### config.mk
export PLATFORM = sky130hd
export DESIGN_NAME = rtc_calendar
export DESIGN_NICKNAME = d
export VERILOG_FILES = /design/src/rtc_pkg.sv /design/src/bcd_step_if.sv /design/src/rtc_calendar.sv /design/src/bcd_step.sv
export SDC_FILE = /design/constraint.sdc
export NUM_CORES = 1
export LEC_CHECK = 0
export BUFFER_PORTS_ARGS = -buffer_cell sky130_fd_sc_hd__buf_2
export CAP_MARGIN = 40
export CELL_PAD_IN_SITES_DETAIL_PLACEMENT = 1
export CELL_PAD_IN_SITES_GLOBAL_PLACEMENT = 1
export CORE_MARGIN = 1
export CORE_UTILIZATION = 25
export DETAILED_ROUTE_END_ITERATION = 10
export PLACE_DENSITY_LB_ADDON = 0.1
export SLEW_MARGIN = 40
export SYNTH_ARGS = -nofsm -noshare
export SYNTH_HDL_FRONTEND = slang
export SYNTH_SLANG_ARGS = --single-unit
### constraint.sdc
create_clock -name mclk -period 3.25 [get_ports mclk]
set_clock_uncertainty 0.2 [all_clocks]
set_input_delay 0.65 -clock mclk [delete_from_list [all_inputs] [get_ports mclk]]
set_output_delay 0.65 -clock mclk [all_outputs]
set_load 0.02 [all_outputs]
### src/rtc_pkg.sv
// Shared constants, layouts and helpers of the battery-backed calendar clock
package rtc_pkg;

  // Register byte offsets on the Avalon-MM slave
  localparam logic [4:0] ADDR_YEAR_MONTH     = 5'h00;
  localparam logic [4:0] ADDR_HOUR_DATE      = 5'h04;
  localparam logic [4:0] ADDR_SECOND_MINUTE  = 5'h08;
  localparam logic [4:0] ADDR_CENTURY_WEEK   = 5'h0C;
  localparam logic [4:0] ADDR_CONTROL        = 5'h10;
  localparam logic [4:0] ADDR_STATUS         = 5'h14;
  localparam logic [4:0] ADDR_IRQ_STATUS     = 5'h18;
  localparam logic [4:0] ADDR_IRQ_MASK       = 5'h1C;

  // Control bits
  localparam int CTRL_WRITE_REQ = 0;
  localparam int CTRL_SET_BLOCK = 1;
  // Status bits
  localparam int STAT_VALID     = 0;
  localparam int STAT_ERROR     = 1;
  // Interrupt bits
  localparam int IRQ_ACCEPTED   = 0;
  localparam int IRQ_REFUSED    = 1;
  localparam int IRQ_FAULT      = 2;
  localparam int IRQ_BITS       = 3;

  // Time field slots, counted in carry order
  localparam int F_SEC  = 0;
  localparam int F_MIN  = 1;
  localparam int F_HOUR = 2;
  localparam int F_DATE = 3;
  localparam int F_MON  = 4;
  localparam int F_YEAR = 5;
  localparam int F_CENT = 6;
  localparam int NFIELD = 7;

  // Clock word slots
  localparam int W_YM = 0;
  localparam int W_HD = 1;
  localparam int W_SM = 2;
  localparam int W_CW = 3;

  // BCD limits
  localparam logic [7:0] BCD_ZERO     = 8'h00;
  localparam logic [7:0] BCD_ONE      = 8'h01;
  localparam logic [7:0] BCD_MAX_SEC  = 8'h59;
  localparam logic [7:0] BCD_MAX_HOUR = 8'h23;
  localparam logic [7:0] BCD_MAX_MON  = 8'h12;
  localparam logic [7:0] BCD_MAX_YEAR = 8'h99;
  localparam logic [7:0] BCD_MAX_CENT = 8'h99;
  localparam logic [7:0] CENT_LOW     = 8'h19;
  localparam logic [7:0] CENT_MID     = 8'h20;
  localparam logic [7:0] CENT_HIGH    = 8'h21;
  localparam logic [7:0] YEAR_FIRST   = 8'h84;
  localparam logic [7:0] YEAR_LAST    = 8'h63;
  localparam logic [7:0] MON_FEB      = 8'h02;
  localparam logic [7:0] WEEK_LAST    = 8'h06;

  // Reset time: 1984-01-01 00:00:00, a Sunday
  localparam logic [7:0] RST_DATE     = 8'h01;
  localparam logic [7:0] RST_MON      = 8'h01;
  localparam logic [7:0] RST_YEAR     = 8'h84;
  localparam logic [7:0] RST_CENT     = 8'h19;
  localparam logic [7:0] RST_WEEK     = 8'h00;

  // Timing
  localparam int unsigned CLK_HZ       = 200_000_000;
  localparam int unsigned TICK_S       = 1;
  localparam int unsigned TICK_CYCLES  = TICK_S * CLK_HZ;

  function automatic logic bcd_ok(input logic [7:0] b);
    return (b[7:4] <= 4'h9) && (b[3:0] <= 4'h9);
  endfunction : bcd_ok

  // Leap when the BCD year is a multiple of four; year 00 only in century 20
  function automatic logic leap(input logic [7:0] yy, input logic [7:0] cc);
    logic m4;
    m4 = yy[4] ? (yy[3:0] == 4'h2 || yy[3:0] == 4'h6)
               : (yy[3:0] == 4'h0 || yy[3:0] == 4'h4 || yy[3:0] == 4'h8);
    return m4 && (yy != BCD_ZERO || cc == CENT_MID);
  endfunction : leap

  function automatic logic [7:0] days_in(input logic [7:0] mon, input logic [7:0] yy,
                                         input logic [7:0] cc);
    logic [7:0] d;
    case (mon)
      8'h04, 8'h06, 8'h09, 8'h11: d = 8'h30;
      MON_FEB:                    d = leap(yy, cc) ? 8'h29 : 8'h28;
      default:                    d = 8'h31;
    endcase
    return d;
  endfunction : days_in

endpackage : rtc_pkg

### src/bcd_step_if.sv
// Carrier between the calendar core and one BCD field stepper
`timescale 1ns/1ps
`default_nettype none
interface bcd_step_if;
  logic [7:0] val;
  logic [7:0] lo;
  logic [7:0] hi;
  logic [7:0] nxt;
  logic       wrap;
  modport calc (input val, input lo, input hi, output nxt, output wrap);
  modport user (output val, output lo, output hi, input nxt, input wrap);
endinterface : bcd_step_if
`default_nettype wire

### src/rtc_calendar.sv
// Battery-backed calendar clock with scan-synchronous clock words
// Function
// - Time keeps counting on battery while main power is off.
// - Each scan end with main power on and no set-time request pending copies current time into the four clock words.
// - Words read month/year, hour/date, second/minute as four hex digits.
// - Fourth word holds century in upper byte, weekday in lower byte.
// - Hours run 0 to 23, dates 1 to 31.
// - Accepted years 1984 to 2163, months January to December.
// - Accepted minutes and seconds 0 to 59.
// - Weekday 0 is Sunday counting up to 6 Saturday.
// - Set-time block request loads the words into the clock at scan end.
// - Malformed time data is refused and the clock left unchanged.
// - Weekday is never checked; any value is stored silently.
// - Time is invalid after first use until a time is written.
// - A clock stop or error clears when a valid time is written.
//
// Local design decisions: the register addresses and the Avalon-MM interface to the registers.
`timescale 1ns/1ps
`default_nettype none
module rtc_calendar
  import rtc_pkg::*;
#(
  parameter int unsigned TICK_LEN = TICK_CYCLES
) (
  // Clock and reset
  input  wire logic        mclk,
  input  wire logic        rst,
  // Avalon-MM slave
  input  wire logic [4:0]  avs_address,
  input  wire logic        avs_read,
  input  wire logic        avs_write,
  input  wire logic [31:0] avs_writedata,
  input  wire logic [3:0]  avs_byteenable,
  output logic [31:0]      avs_readdata,
  output logic             avs_waitrequest,
  // Controller side
  input  wire logic        scan_end,
  input  wire logic        power_ok,
  input  wire logic        battery_fault,
  // Status
  output logic             time_valid,
  output logic             clock_error,
  output logic             irq
);

  typedef struct packed {
    logic [NFIELD-1:0][7:0] t;
    logic [7:0]             wk;
    logic [3:0][15:0]       word;
    logic                   wr_req;
    logic                   fb_req;
    logic                   valid;
    logic                   clk_err;
    logic [IRQ_BITS-1:0]    irq_st;
    logic [IRQ_BITS-1:0]    irq_msk;
    logic [31:0]            div;
    logic                   ack;
    logic [31:0]            rdata;
  } rtc_state_t;

  rtc_state_t s;
  rtc_state_t next_s;

  logic [NFIELD-1:0][7:0] step_nxt;
  logic [NFIELD-1:0]      step_wrap;
  logic [NFIELD-1:0][7:0] step_hi;
  logic [NFIELD-1:0][7:0] step_lo;
  logic                   tick;
  logic                   req_pend;
  logic                   words_ok;
  logic                   day_inc;
  logic                   bus_wr;
  logic                   ctrl_wr;
  logic [3:0][15:0]       time_words;

  // Field limits; the date limit tracks the month and leap years
  always_comb begin
    step_lo         = '0;
    step_hi         = '0;
    step_lo[F_SEC]  = BCD_ZERO;
    step_hi[F_SEC]  = BCD_MAX_SEC;
    step_lo[F_MIN]  = BCD_ZERO;
    step_hi[F_MIN]  = BCD_MAX_SEC;
    step_lo[F_HOUR] = BCD_ZERO;
    step_hi[F_HOUR] = BCD_MAX_HOUR;
    step_lo[F_DATE] = BCD_ONE;
    step_hi[F_DATE] = days_in(s.t[F_MON], s.t[F_YEAR], s.t[F_CENT]);
    step_lo[F_MON]  = BCD_ONE;
    step_hi[F_MON]  = BCD_MAX_MON;
    step_lo[F_YEAR] = BCD_ZERO;
    step_hi[F_YEAR] = BCD_MAX_YEAR;
    step_lo[F_CENT] = BCD_ZERO;
    step_hi[F_CENT] = BCD_MAX_CENT;
  end

  bcd_step_if stp[NFIELD] ();

  for (genvar i = 0; i < NFIELD; i++) begin : g_step
    assign stp[i].val    = s.t[i];
    assign stp[i].lo     = step_lo[i];
    assign stp[i].hi     = step_hi[i];
    assign step_nxt[i]   = stp[i].nxt;
    assign step_wrap[i]  = stp[i].wrap;
    bcd_step bcd_step_inst (
      .s (stp[i])
    );
  end

  // Words as the clock shows them, in BCD with first-named field high
  always_comb begin
    time_words[W_YM] = {s.t[F_MON], s.t[F_YEAR]};
    time_words[W_HD] = {s.t[F_HOUR], s.t[F_DATE]};
    time_words[W_SM] = {s.t[F_SEC], s.t[F_MIN]};
    time_words[W_CW] = {s.t[F_CENT], s.wk};
  end

  // Weekday is deliberately left out of the format check
  always_comb begin
    logic [7:0] mon;
    logic [7:0] yy;
    logic [7:0] cc;
    logic [7:0] dt;
    mon = s.word[W_YM][15:8];
    yy  = s.word[W_YM][7:0];
    cc  = s.word[W_CW][15:8];
    dt  = s.word[W_HD][7:0];
    words_ok = bcd_ok(mon) && bcd_ok(yy) && bcd_ok(cc) && bcd_ok(dt)
            && bcd_ok(s.word[W_HD][15:8]) && bcd_ok(s.word[W_SM][15:8])
            && bcd_ok(s.word[W_SM][7:0])
            && s.word[W_SM][15:8] <= BCD_MAX_SEC && s.word[W_SM][7:0] <= BCD_MAX_SEC
            && s.word[W_HD][15:8] <= BCD_MAX_HOUR
            && mon >= BCD_ONE && mon <= BCD_MAX_MON
            && dt >= BCD_ONE && dt <= days_in(mon, yy, cc)
            && ((cc == CENT_LOW && yy >= YEAR_FIRST) || cc == CENT_MID
                || (cc == CENT_HIGH && yy <= YEAR_LAST));
  end

  assign tick     = (s.div == 32'(TICK_LEN - 1));
  assign req_pend = s.wr_req || s.fb_req;
  assign bus_wr   = avs_write && s.ack && power_ok;
  assign ctrl_wr  = bus_wr && avs_address == ADDR_CONTROL && avs_byteenable[0];
  assign day_inc  = tick && !s.clk_err && step_wrap[F_SEC] && step_wrap[F_MIN]
                    && step_wrap[F_HOUR];

  always_comb begin
    logic carry;
    next_s = s;
    carry  = 1'b0;

    // One-second enable from the system clock
    next_s.div = tick ? '0 : s.div + 32'h0000_0001;

    // Counting runs on regardless of main power; a stopped clock holds
    if (tick && !s.clk_err) begin
      carry = 1'b1;
      for (int i = 0; i < NFIELD; i++) begin
        if (carry) begin
          next_s.t[i] = step_nxt[i];
          carry       = step_wrap[i];
        end
      end
    end
    if (day_inc) begin
      next_s.wk = (s.wk >= WEEK_LAST) ? RST_WEEK : s.wk + 8'h01;
    end

    // Bus handshake: every access waits exactly one cycle
    next_s.ack = (avs_read || avs_write) && !s.ack;
    if ((avs_read || avs_write) && !s.ack) begin
      case (avs_address)
        ADDR_YEAR_MONTH:    next_s.rdata = {16'h0000, s.word[W_YM]};
        ADDR_HOUR_DATE:     next_s.rdata = {16'h0000, s.word[W_HD]};
        ADDR_SECOND_MINUTE: next_s.rdata = {16'h0000, s.word[W_SM]};
        ADDR_CENTURY_WEEK:  next_s.rdata = {16'h0000, s.word[W_CW]};
        ADDR_CONTROL:       next_s.rdata = {30'h0000_0000, s.fb_req, s.wr_req};
        ADDR_STATUS:        next_s.rdata = {30'h0000_0000, s.clk_err, s.valid};
        ADDR_IRQ_STATUS:    next_s.rdata = {29'h0000_0000, s.irq_st};
        ADDR_IRQ_MASK:      next_s.rdata = {29'h0000_0000, s.irq_msk};
        default:            next_s.rdata = 32'h0000_0000;
      endcase
    end

    // Clears first so that events landing in the same cycle win
    if (bus_wr && avs_byteenable[0]) begin
      if (avs_address == ADDR_IRQ_STATUS) begin
        next_s.irq_st = s.irq_st & ~avs_writedata[IRQ_BITS-1:0];
      end
      if (avs_address == ADDR_IRQ_MASK) begin
        next_s.irq_msk = avs_writedata[IRQ_BITS-1:0];
      end
    end

    // Scan end: load a requested time, otherwise refresh the words
    if (scan_end && power_ok) begin
      if (req_pend) begin
        if (words_ok) begin
          next_s.t[F_SEC]  = s.word[W_SM][15:8];
          next_s.t[F_MIN]  = s.word[W_SM][7:0];
          next_s.t[F_HOUR] = s.word[W_HD][15:8];
          next_s.t[F_DATE] = s.word[W_HD][7:0];
          next_s.t[F_MON]  = s.word[W_YM][15:8];
          next_s.t[F_YEAR] = s.word[W_YM][7:0];
          next_s.t[F_CENT] = s.word[W_CW][15:8];
          next_s.wk        = s.word[W_CW][7:0];
          next_s.valid     = 1'b1;
          next_s.clk_err   = 1'b0;
          next_s.div       = '0;
          next_s.irq_st[IRQ_ACCEPTED] = 1'b1;
        end else begin
          next_s.irq_st[IRQ_REFUSED] = 1'b1;
        end
        next_s.wr_req = 1'b0;
        next_s.fb_req = 1'b0;
      end else begin
        next_s.word = time_words;
      end
    end

    // Program writes win over the scan refresh and the request clear
    if (bus_wr) begin
      for (int w = 0; w < 4; w++) begin
        if (avs_address == 5'(w * 4)) begin
          if (avs_byteenable[0]) begin
            next_s.word[w][7:0] = avs_writedata[7:0];
          end
          if (avs_byteenable[1]) begin
            next_s.word[w][15:8] = avs_writedata[15:8];
          end
        end
      end
    end
    if (ctrl_wr) begin
      next_s.wr_req = next_s.wr_req || avs_writedata[CTRL_WRITE_REQ];
      next_s.fb_req = next_s.fb_req || avs_writedata[CTRL_SET_BLOCK];
    end

    // A battery fault stops the count until a valid time is loaded
    if (battery_fault) begin
      next_s.clk_err           = 1'b1;
      next_s.irq_st[IRQ_FAULT] = 1'b1;
    end
  end

  always_ff @(posedge mclk) begin
    if (rst) begin
      s              <= '0;
      s.t[F_DATE]    <= RST_DATE;
      s.t[F_MON]     <= RST_MON;
      s.t[F_YEAR]    <= RST_YEAR;
      s.t[F_CENT]    <= RST_CENT;
      s.wk           <= RST_WEEK;
    end else begin
      s <= next_s;
    end
  end

  assign avs_readdata    = s.rdata;
  assign avs_waitrequest = (avs_read || avs_write) && !s.ack;
  assign time_valid      = s.valid;
  assign clock_error     = s.clk_err;
  assign irq             = |(s.irq_st & s.irq_msk);
endmodule : rtc_calendar
`default_nettype wire

### src/bcd_step.sv
// One BCD field stepper: next value and wrap flag
`timescale 1ns/1ps
`default_nettype none
module bcd_step
  import rtc_pkg::*;
(
  // Field operands and result
  bcd_step_if.calc s
);
  always_comb begin
    s.wrap = (s.val >= s.hi);
    if (s.wrap) begin
      s.nxt = s.lo;
    end else if (s.val[3:0] == 4'h9) begin
      s.nxt = {s.val[7:4] + 4'h1, 4'h0};
    end else begin
      s.nxt = {s.val[7:4], s.val[3:0] + 4'h1};
    end
  end
endmodule : bcd_step
`default_nettype wire

# Yosys cells after proc, flatten, opt, wreduce, memory -nomap -nowiden
# Index checks and enable logic that the tools add are counted.
# totals
regBits	203
in_bits	48
output_inout_bits	36
word_cells	251
# classes
addsub	16
magnitude_cmp	31
n_eq_ne	37
n_mux	73
n_bitwise	3
n_reduce_logical	69
# op_table
operator	count
two-way mux 64 bit	4
two-way mux 8 bit	30
two-way mux 132 bit	1
two-way mux 32 bit	4
case mux 16 bit (8 select lines)	1
two-way mux 16 bit	4
adder 4 x 1 -> 4 bit (second input constant)	14
<= comparator 4 bit (second input constant)	14
two-way mux 56 bit	1
equality test 4 bit (second input constant)	9
logical AND 1 bit	36
adder 32 x 1 -> 32 bit (second input constant)	1
equality test 32 x 28 -> 1 bit (second input constant)	1
equality test 8 x 3 -> 1 bit (second input constant)	4
equality test 8 x 5 -> 1 bit (second input constant)	3
equality test 8 x 6 -> 1 bit (second input constant)	3
>= comparator 8 bit (second input constant)	3
<= comparator 8 x 7 -> 1 bit (second input constant)	3
equality test 5 bit (second input constant)	4
case mux 5 bit (2 select lines)	2
two-way mux 1 bit	17
equality test 4 x 3 -> 1 bit (second input constant)	4
equality test 8 x 2 -> 1 bit (second input constant)	2
equality test 8 x 4 -> 1 bit (second input constant)	2
other kinds (29)	62

# Depth between registers and ports, before layout
# depth
ltp_word	22
mapped_depth	16

# Hierarchy
# From an unflattened synthesis, not the netlist that was laid out.
# hier_totals
hier_cells	1541
area_unflattened_um2	13280.2
# by_module_without_submodules
mod	n_inst	cells_each	area_per_inst_um2
rtc_calendar	1	1170	10214.8
bcd_step	7	53	437.9

# Worst setup path after synthesis
# Ideal clock, no wire load.
# synth_timing
path_kind	reg2reg
startpoint	register s, in the netlist stp[4].val[2]
endpoint	register s, in the netlist stp[5].val[0]
setup_ns	0.079
t_arrival_ns	3.011
required_time_ns	2.971
setup_slack_ns	-0.040
path_stages_with_launch	14
period_less_slack_ns	3.290
cell_sequence	dfxtp_1 clkbuf_1 nor4b_1 nand3_1 o41ai_1 ha_1 nor4b_1 o211ai_1 o311ai_0 nor2_1 clkbuf_1 o21ai_0 o21ai_0 a211oi_2
# synth_via
elab_chain_cells	13
word_cells_on_any_way	18
cone_classes	order compare (2); eq/ne (5); mux (10); reduce/logical (1)
# synth_lines
item	line_no	source
from (decl)	rtc_calendar.sv:61	rtc_state_t s;
from (signal assigned)	rtc_calendar.sv:253	s <= next_s;
equality test 8 x 3 -> 1 bit, or another cell as far along	rtc_pkg.sv:85	case (mon)
OR reduction 4 bit	rtc_pkg.sv:85	
case mux 5 bit (2 select lines)	rtc_pkg.sv:85	
>= comparator 8 x 6 -> 1 bit	bcd_step.sv:11	s.wrap = (s.val >= s.hi);
two-way mux 1 bit	rtc_calendar.sv:157	if (carry) begin
two-way mux 1 bit	rtc_calendar.sv:154	if (tick && !s.clk_err) begin
two-way mux 1 bit (*)	rtc_calendar.sv:157	
two-way mux 1 bit (*)	rtc_calendar.sv:154	
two-way mux 8 bit (*)	rtc_calendar.sv:157	
two-way mux 56 bit (*)	rtc_calendar.sv:154	
two-way mux 64 bit	rtc_calendar.sv:196	if (words_ok) begin
two-way mux 64 bit	rtc_calendar.sv:195	if (req_pend) begin
two-way mux 132 bit (*)	rtc_calendar.sv:194	if (scan_end && power_ok) begin
# Every way passes the cells marked *; elsewhere a longest branch is shown, timed or not. The select of a mux whose other input is x is not followed.
# A chain may end at the register's enable or synchronous reset.

# Worst setup path in the final report
# layout_timing
startpoint	register s[133] (netlist name)
endpoint	register s, in the netlist stp[5].val[2]
# layout_via
elab_chain_cells	18
word_cells_on_any_way	30
cone_classes	order compare (2); eq/ne (3); mux (5); reduce/logical (20)
# layout_lines
item	line_no	source
branches (longest 14 deep; another with <= comparator 8 bit)	--	
logical AND 1 bit (*)	rtc_calendar.sv:134	&& ((cc == CENT_LOW && yy >= YEAR_FIRST) || cc == CENT_MID
two-way mux 64 bit (*)	rtc_calendar.sv:196	
two-way mux 64 bit (*)	rtc_calendar.sv:195	
two-way mux 132 bit (*)	rtc_calendar.sv:194	
# Every way passes the cells marked *. The select of a mux whose other input is x is not followed.

==> flow_summary_export.csv <==
group,metric,value,unit
synthesis,syn_inst,1277,
synthesis,synth-edff-count,0,
timing,fin_setup_tns,-14.06,ns
timing,slew_violations,0,
grt,overflow,0,
critical_path,critical-path-max-stage-delay,0.34,ns
min_path,min_path_type,"in2reg",
grt,antenna_found_initial,0,
layout,most-common-layout-cells,"177 x dfxtp_1, 162 x nor2_1, 137 x buf_4",
clock_tree,cts_tree,"yes",
synthesis,ys_seq_area_share,36.2,%
timing,final.setup.worst_slack,-0.321,ns
die,core_region_area,0.0408,mm2
synthesis,async_reset_ff_share,0,%
synthesis,ys_types,64,
critical_path,cp-end-kind,"flop",
critical_path,worstPathRequired,3.42,ns
route,dr.pass1.iters,5,
grt,use_met2,33.2,%
grt,first_global_vias,10100,
critical_path,slowest_stage,"dfxtp_2",
route,postRouteAntennaNets,0,
route,drc,0,
clock_tree,ctsRootBufferMaster,"clkbuf_16",
die,fp.dieW,205,um
grt,busiest_layer,"met2",
layout,stdcell_count,1961,
synthesis,syn_avg_cell_area,8.10,um2
die,dieArea,0.0422,mm2
timing,relSlewSlack,45.5,%
power_and_ir_drop,powerDensity,348,mW/mm2
grt,use_met1,28.0,%
critical_path,critical_path_class,"reg2reg",
synthesis,synth_seq_cells,187,
clock_tree,cts.path.max_buffers,2,
synthesis,synth.cell_area,0.0103,mm2
status,outcome,"finished with violations",
synthesis,yosysWarnings,0,
layout,fin_nets,1496,
layout,diodes,0,
timing,finalCritPeriodShare,110,%
status,violations,"negative setup slack",
clock_tree,clkTransAtPathRegs,0.07,ns
clock_tree,cts_made_buffers,17,
route,num_vias,9988,
placed_design,io_buffers,49,
die,rows,74,
timing,fmax,280,MHz
grt,grt_pass1_wl,63.9,mm
placed_design,dp.cells,1909,
critical_path,path_cells,"nor4_4 > buf_4 > nand2_1 > nor2_1 > nor4_1 > o31a_1 > a21oi_2 > ha_4 > nor3b_2 > o21ai_2 > a2111oi_4 > nand4_1 > buf_4 > nor2_4 > buf_4 > buf_8 > nand2_1 > o211ai_1",
timing,tightest_slew,0.811,ns
route,viasPerCell,5.09,
grt,grt_max_degree,118,
clock_tree,cts_sinks,187,
critical_path,arrival,3.74,ns
route,routedWlPerCell,21.4,um
layout,drive_above_1_share,26.5,%
layout,final_common_cell,"dfxtp_1",
critical_path,cp-start-kind,"flop",
die,chipHeight,205,um
route,first_iter_violations,489,
route,wl,42.1,mm
critical_path,cp_common_cell,"buf_4",
grt,use_met3,3.25,%
placed_design,hpwl,30.7,mm
critical_path,crit_fanout,7,
critical_path,cp_top_family,"simple AND/OR/NAND/NOR gates",
job,drv_cap,0,
die,ios,84,
die,start_util,25.3,%
timing,fin_crit,3.57,ns
power_and_ir_drop,vdd_drop_max,0.000375,V
critical_path,crit_buf_inv,4,
layout,syn_to_final_growth,30.5,%
grt,grt_usage,20.5,%
clock_tree,insertion_delay,0.46,ns
synthesis,synth_flop_cell,"dfxtp_1",
power_and_ir_drop,p_leak,5.02,nW
clock_tree,hold_buffers,0,
timing,rsz0062_at_grt,"true",
placed_design,gp_congestion,0.807,
timing,hold_viol,0,
clock_tree,htree_levels,4,
timing,setup_viol,97,
area by class of cell:
cell class / count / area [um2]
repair buffers: 219 / 1820
multi-input cells: 964 / 6600
well taps: 532 / 666
clock buffers: 22 / 474
flip-flops and latches: 187 / 3760
fillers: 4806 / 27300
clock inverters: 7 / 68.8
inverters: 30 / 115
power breakdown:
part / total [mW] / internal [mW] / switching (mW)
Sequential: 2.32 / 2.30 / 0.0132
Combinational: 0.315 / 0.105 / 0.209
Clock: 2.07 / 1.10 / 0.964
sequential cells by signal, indices dropped and copies added, names as in the netlist:
register / count
s: 113
stp.val: 56
clock_error: 1
time_valid: 1
avs_readdata: 16
path summary, 6_finish.rpt:
path,from,to,slack (ns),cells past startpoint
hold reg to reg,stp[0].val[7],stp[0].val[7],0.27,2
setup reg to reg,s[133],stp[5].val[2],-0.32,18
setup / recovery,s[133],stp[5].val[2],-0.32,18
hold / removal,battery_fault,clock_error,0.23,3
tightest hold or removal path: stages:
cell,delay [ns]
buf_2,0.10
a21oi_2,0.03
nor2_1,0.07
metrics by stage:
stage	util, %	hold slack, ns	total power, mW	instance area [um2]	setup WS, ns
6_report	33.1	0.225	4.70	13500	-0.321
4_1_cts	32.4	0.205	4.77	13200	-0.318
3_3_place_gp	29.3	0.264	2.65	12000	-0.609
2_1_floorplan	-	0.222	2.53	10400	0.0627
3_5_place_dp	29.3	0.272	2.65	12000	-0.665
5_1_grt	33.1	0.212	4.89	13500	-0.454
layer usage:
metal / wire length [um] / vias up
li1: - / 4878
met3: 1010 / 38
met2: 19800 / 120
met5: 0 / -
met1: 20500 / 4952
met4: 736 / 0
cell usage after synthesis (4+ instances only):
master / number / area (um2)
buf_4: 33 / 248
and2_1: 7 / 43.8
nand4_1: 14 / 87.6
nor4b_1: 8 / 70.1
o22ai_1: 4 / 25.0
xnor2_1: 23 / 201
nor2b_1: 6 / 37.5
buf_2: 11 / 55.1
nor4_1: 12 / 75.1
o211ai_1: 9 / 67.6
nand4b_1: 4 / 35.0
nand3b_1: 7 / 52.6
a31oi_1: 16 / 100
dfxtp_1: 187 / 3740
ha_1: 29 / 363
nand2_1: 96 / 360
nor2_1: 185 / 694
nor3b_1: 5 / 37.5
and4_1: 9 / 78.8
o21ai_0: 58 / 290
nand3_1: 38 / 190
a211oi_2: 5 / 62.6
nor3_1: 42 / 210
a211oi_1: 72 / 541
xor2_1: 18 / 158
o31ai_1: 5 / 37.5
mux2i_1: 77 / 771
mux2_2: 4 / 45.0
a22oi_1: 34 / 255
and3_1: 17 / 106
or4_1: 6 / 45.0
o21a_1: 5 / 37.5
clkbuf_1: 54 / 203
buf_1: 9 / 33.8
a21oi_1: 90 / 450
inv_1: 30 / 113
kinds of logic (layout without fill, tap and decap cells):
| kind of cell | after synthesis | count (layout) | synth area share [%] |
|---|---|---|---|
| AO/OA/AOI/OAI | 323 | 323 | 20.2 |
| XOR/XNOR | 41 | 41 | 3.47 |
| adder cells (fa/ha/maj) | 29 | 29 | 3.51 |
| buffers and inverters | 141 | 278 | 6.61 |
| flip-flops | 187 | 187 | 36.2 |
| multiplexers | 81 | 81 | 7.88 |
| other | 1 | 16 | 0.0362 |
| AND/OR/NAND/NOR | 474 | 474 | 22.1 |
timing repair:
item                                    4_1_cts  5_1_grt
endpoints found under the setup margin      100      100
pin swaps                                    48       25
setup buffers                                15        6
resized for setup                           141       53
gates cloned                                  6        0
(Power assumes the default switching activity.)
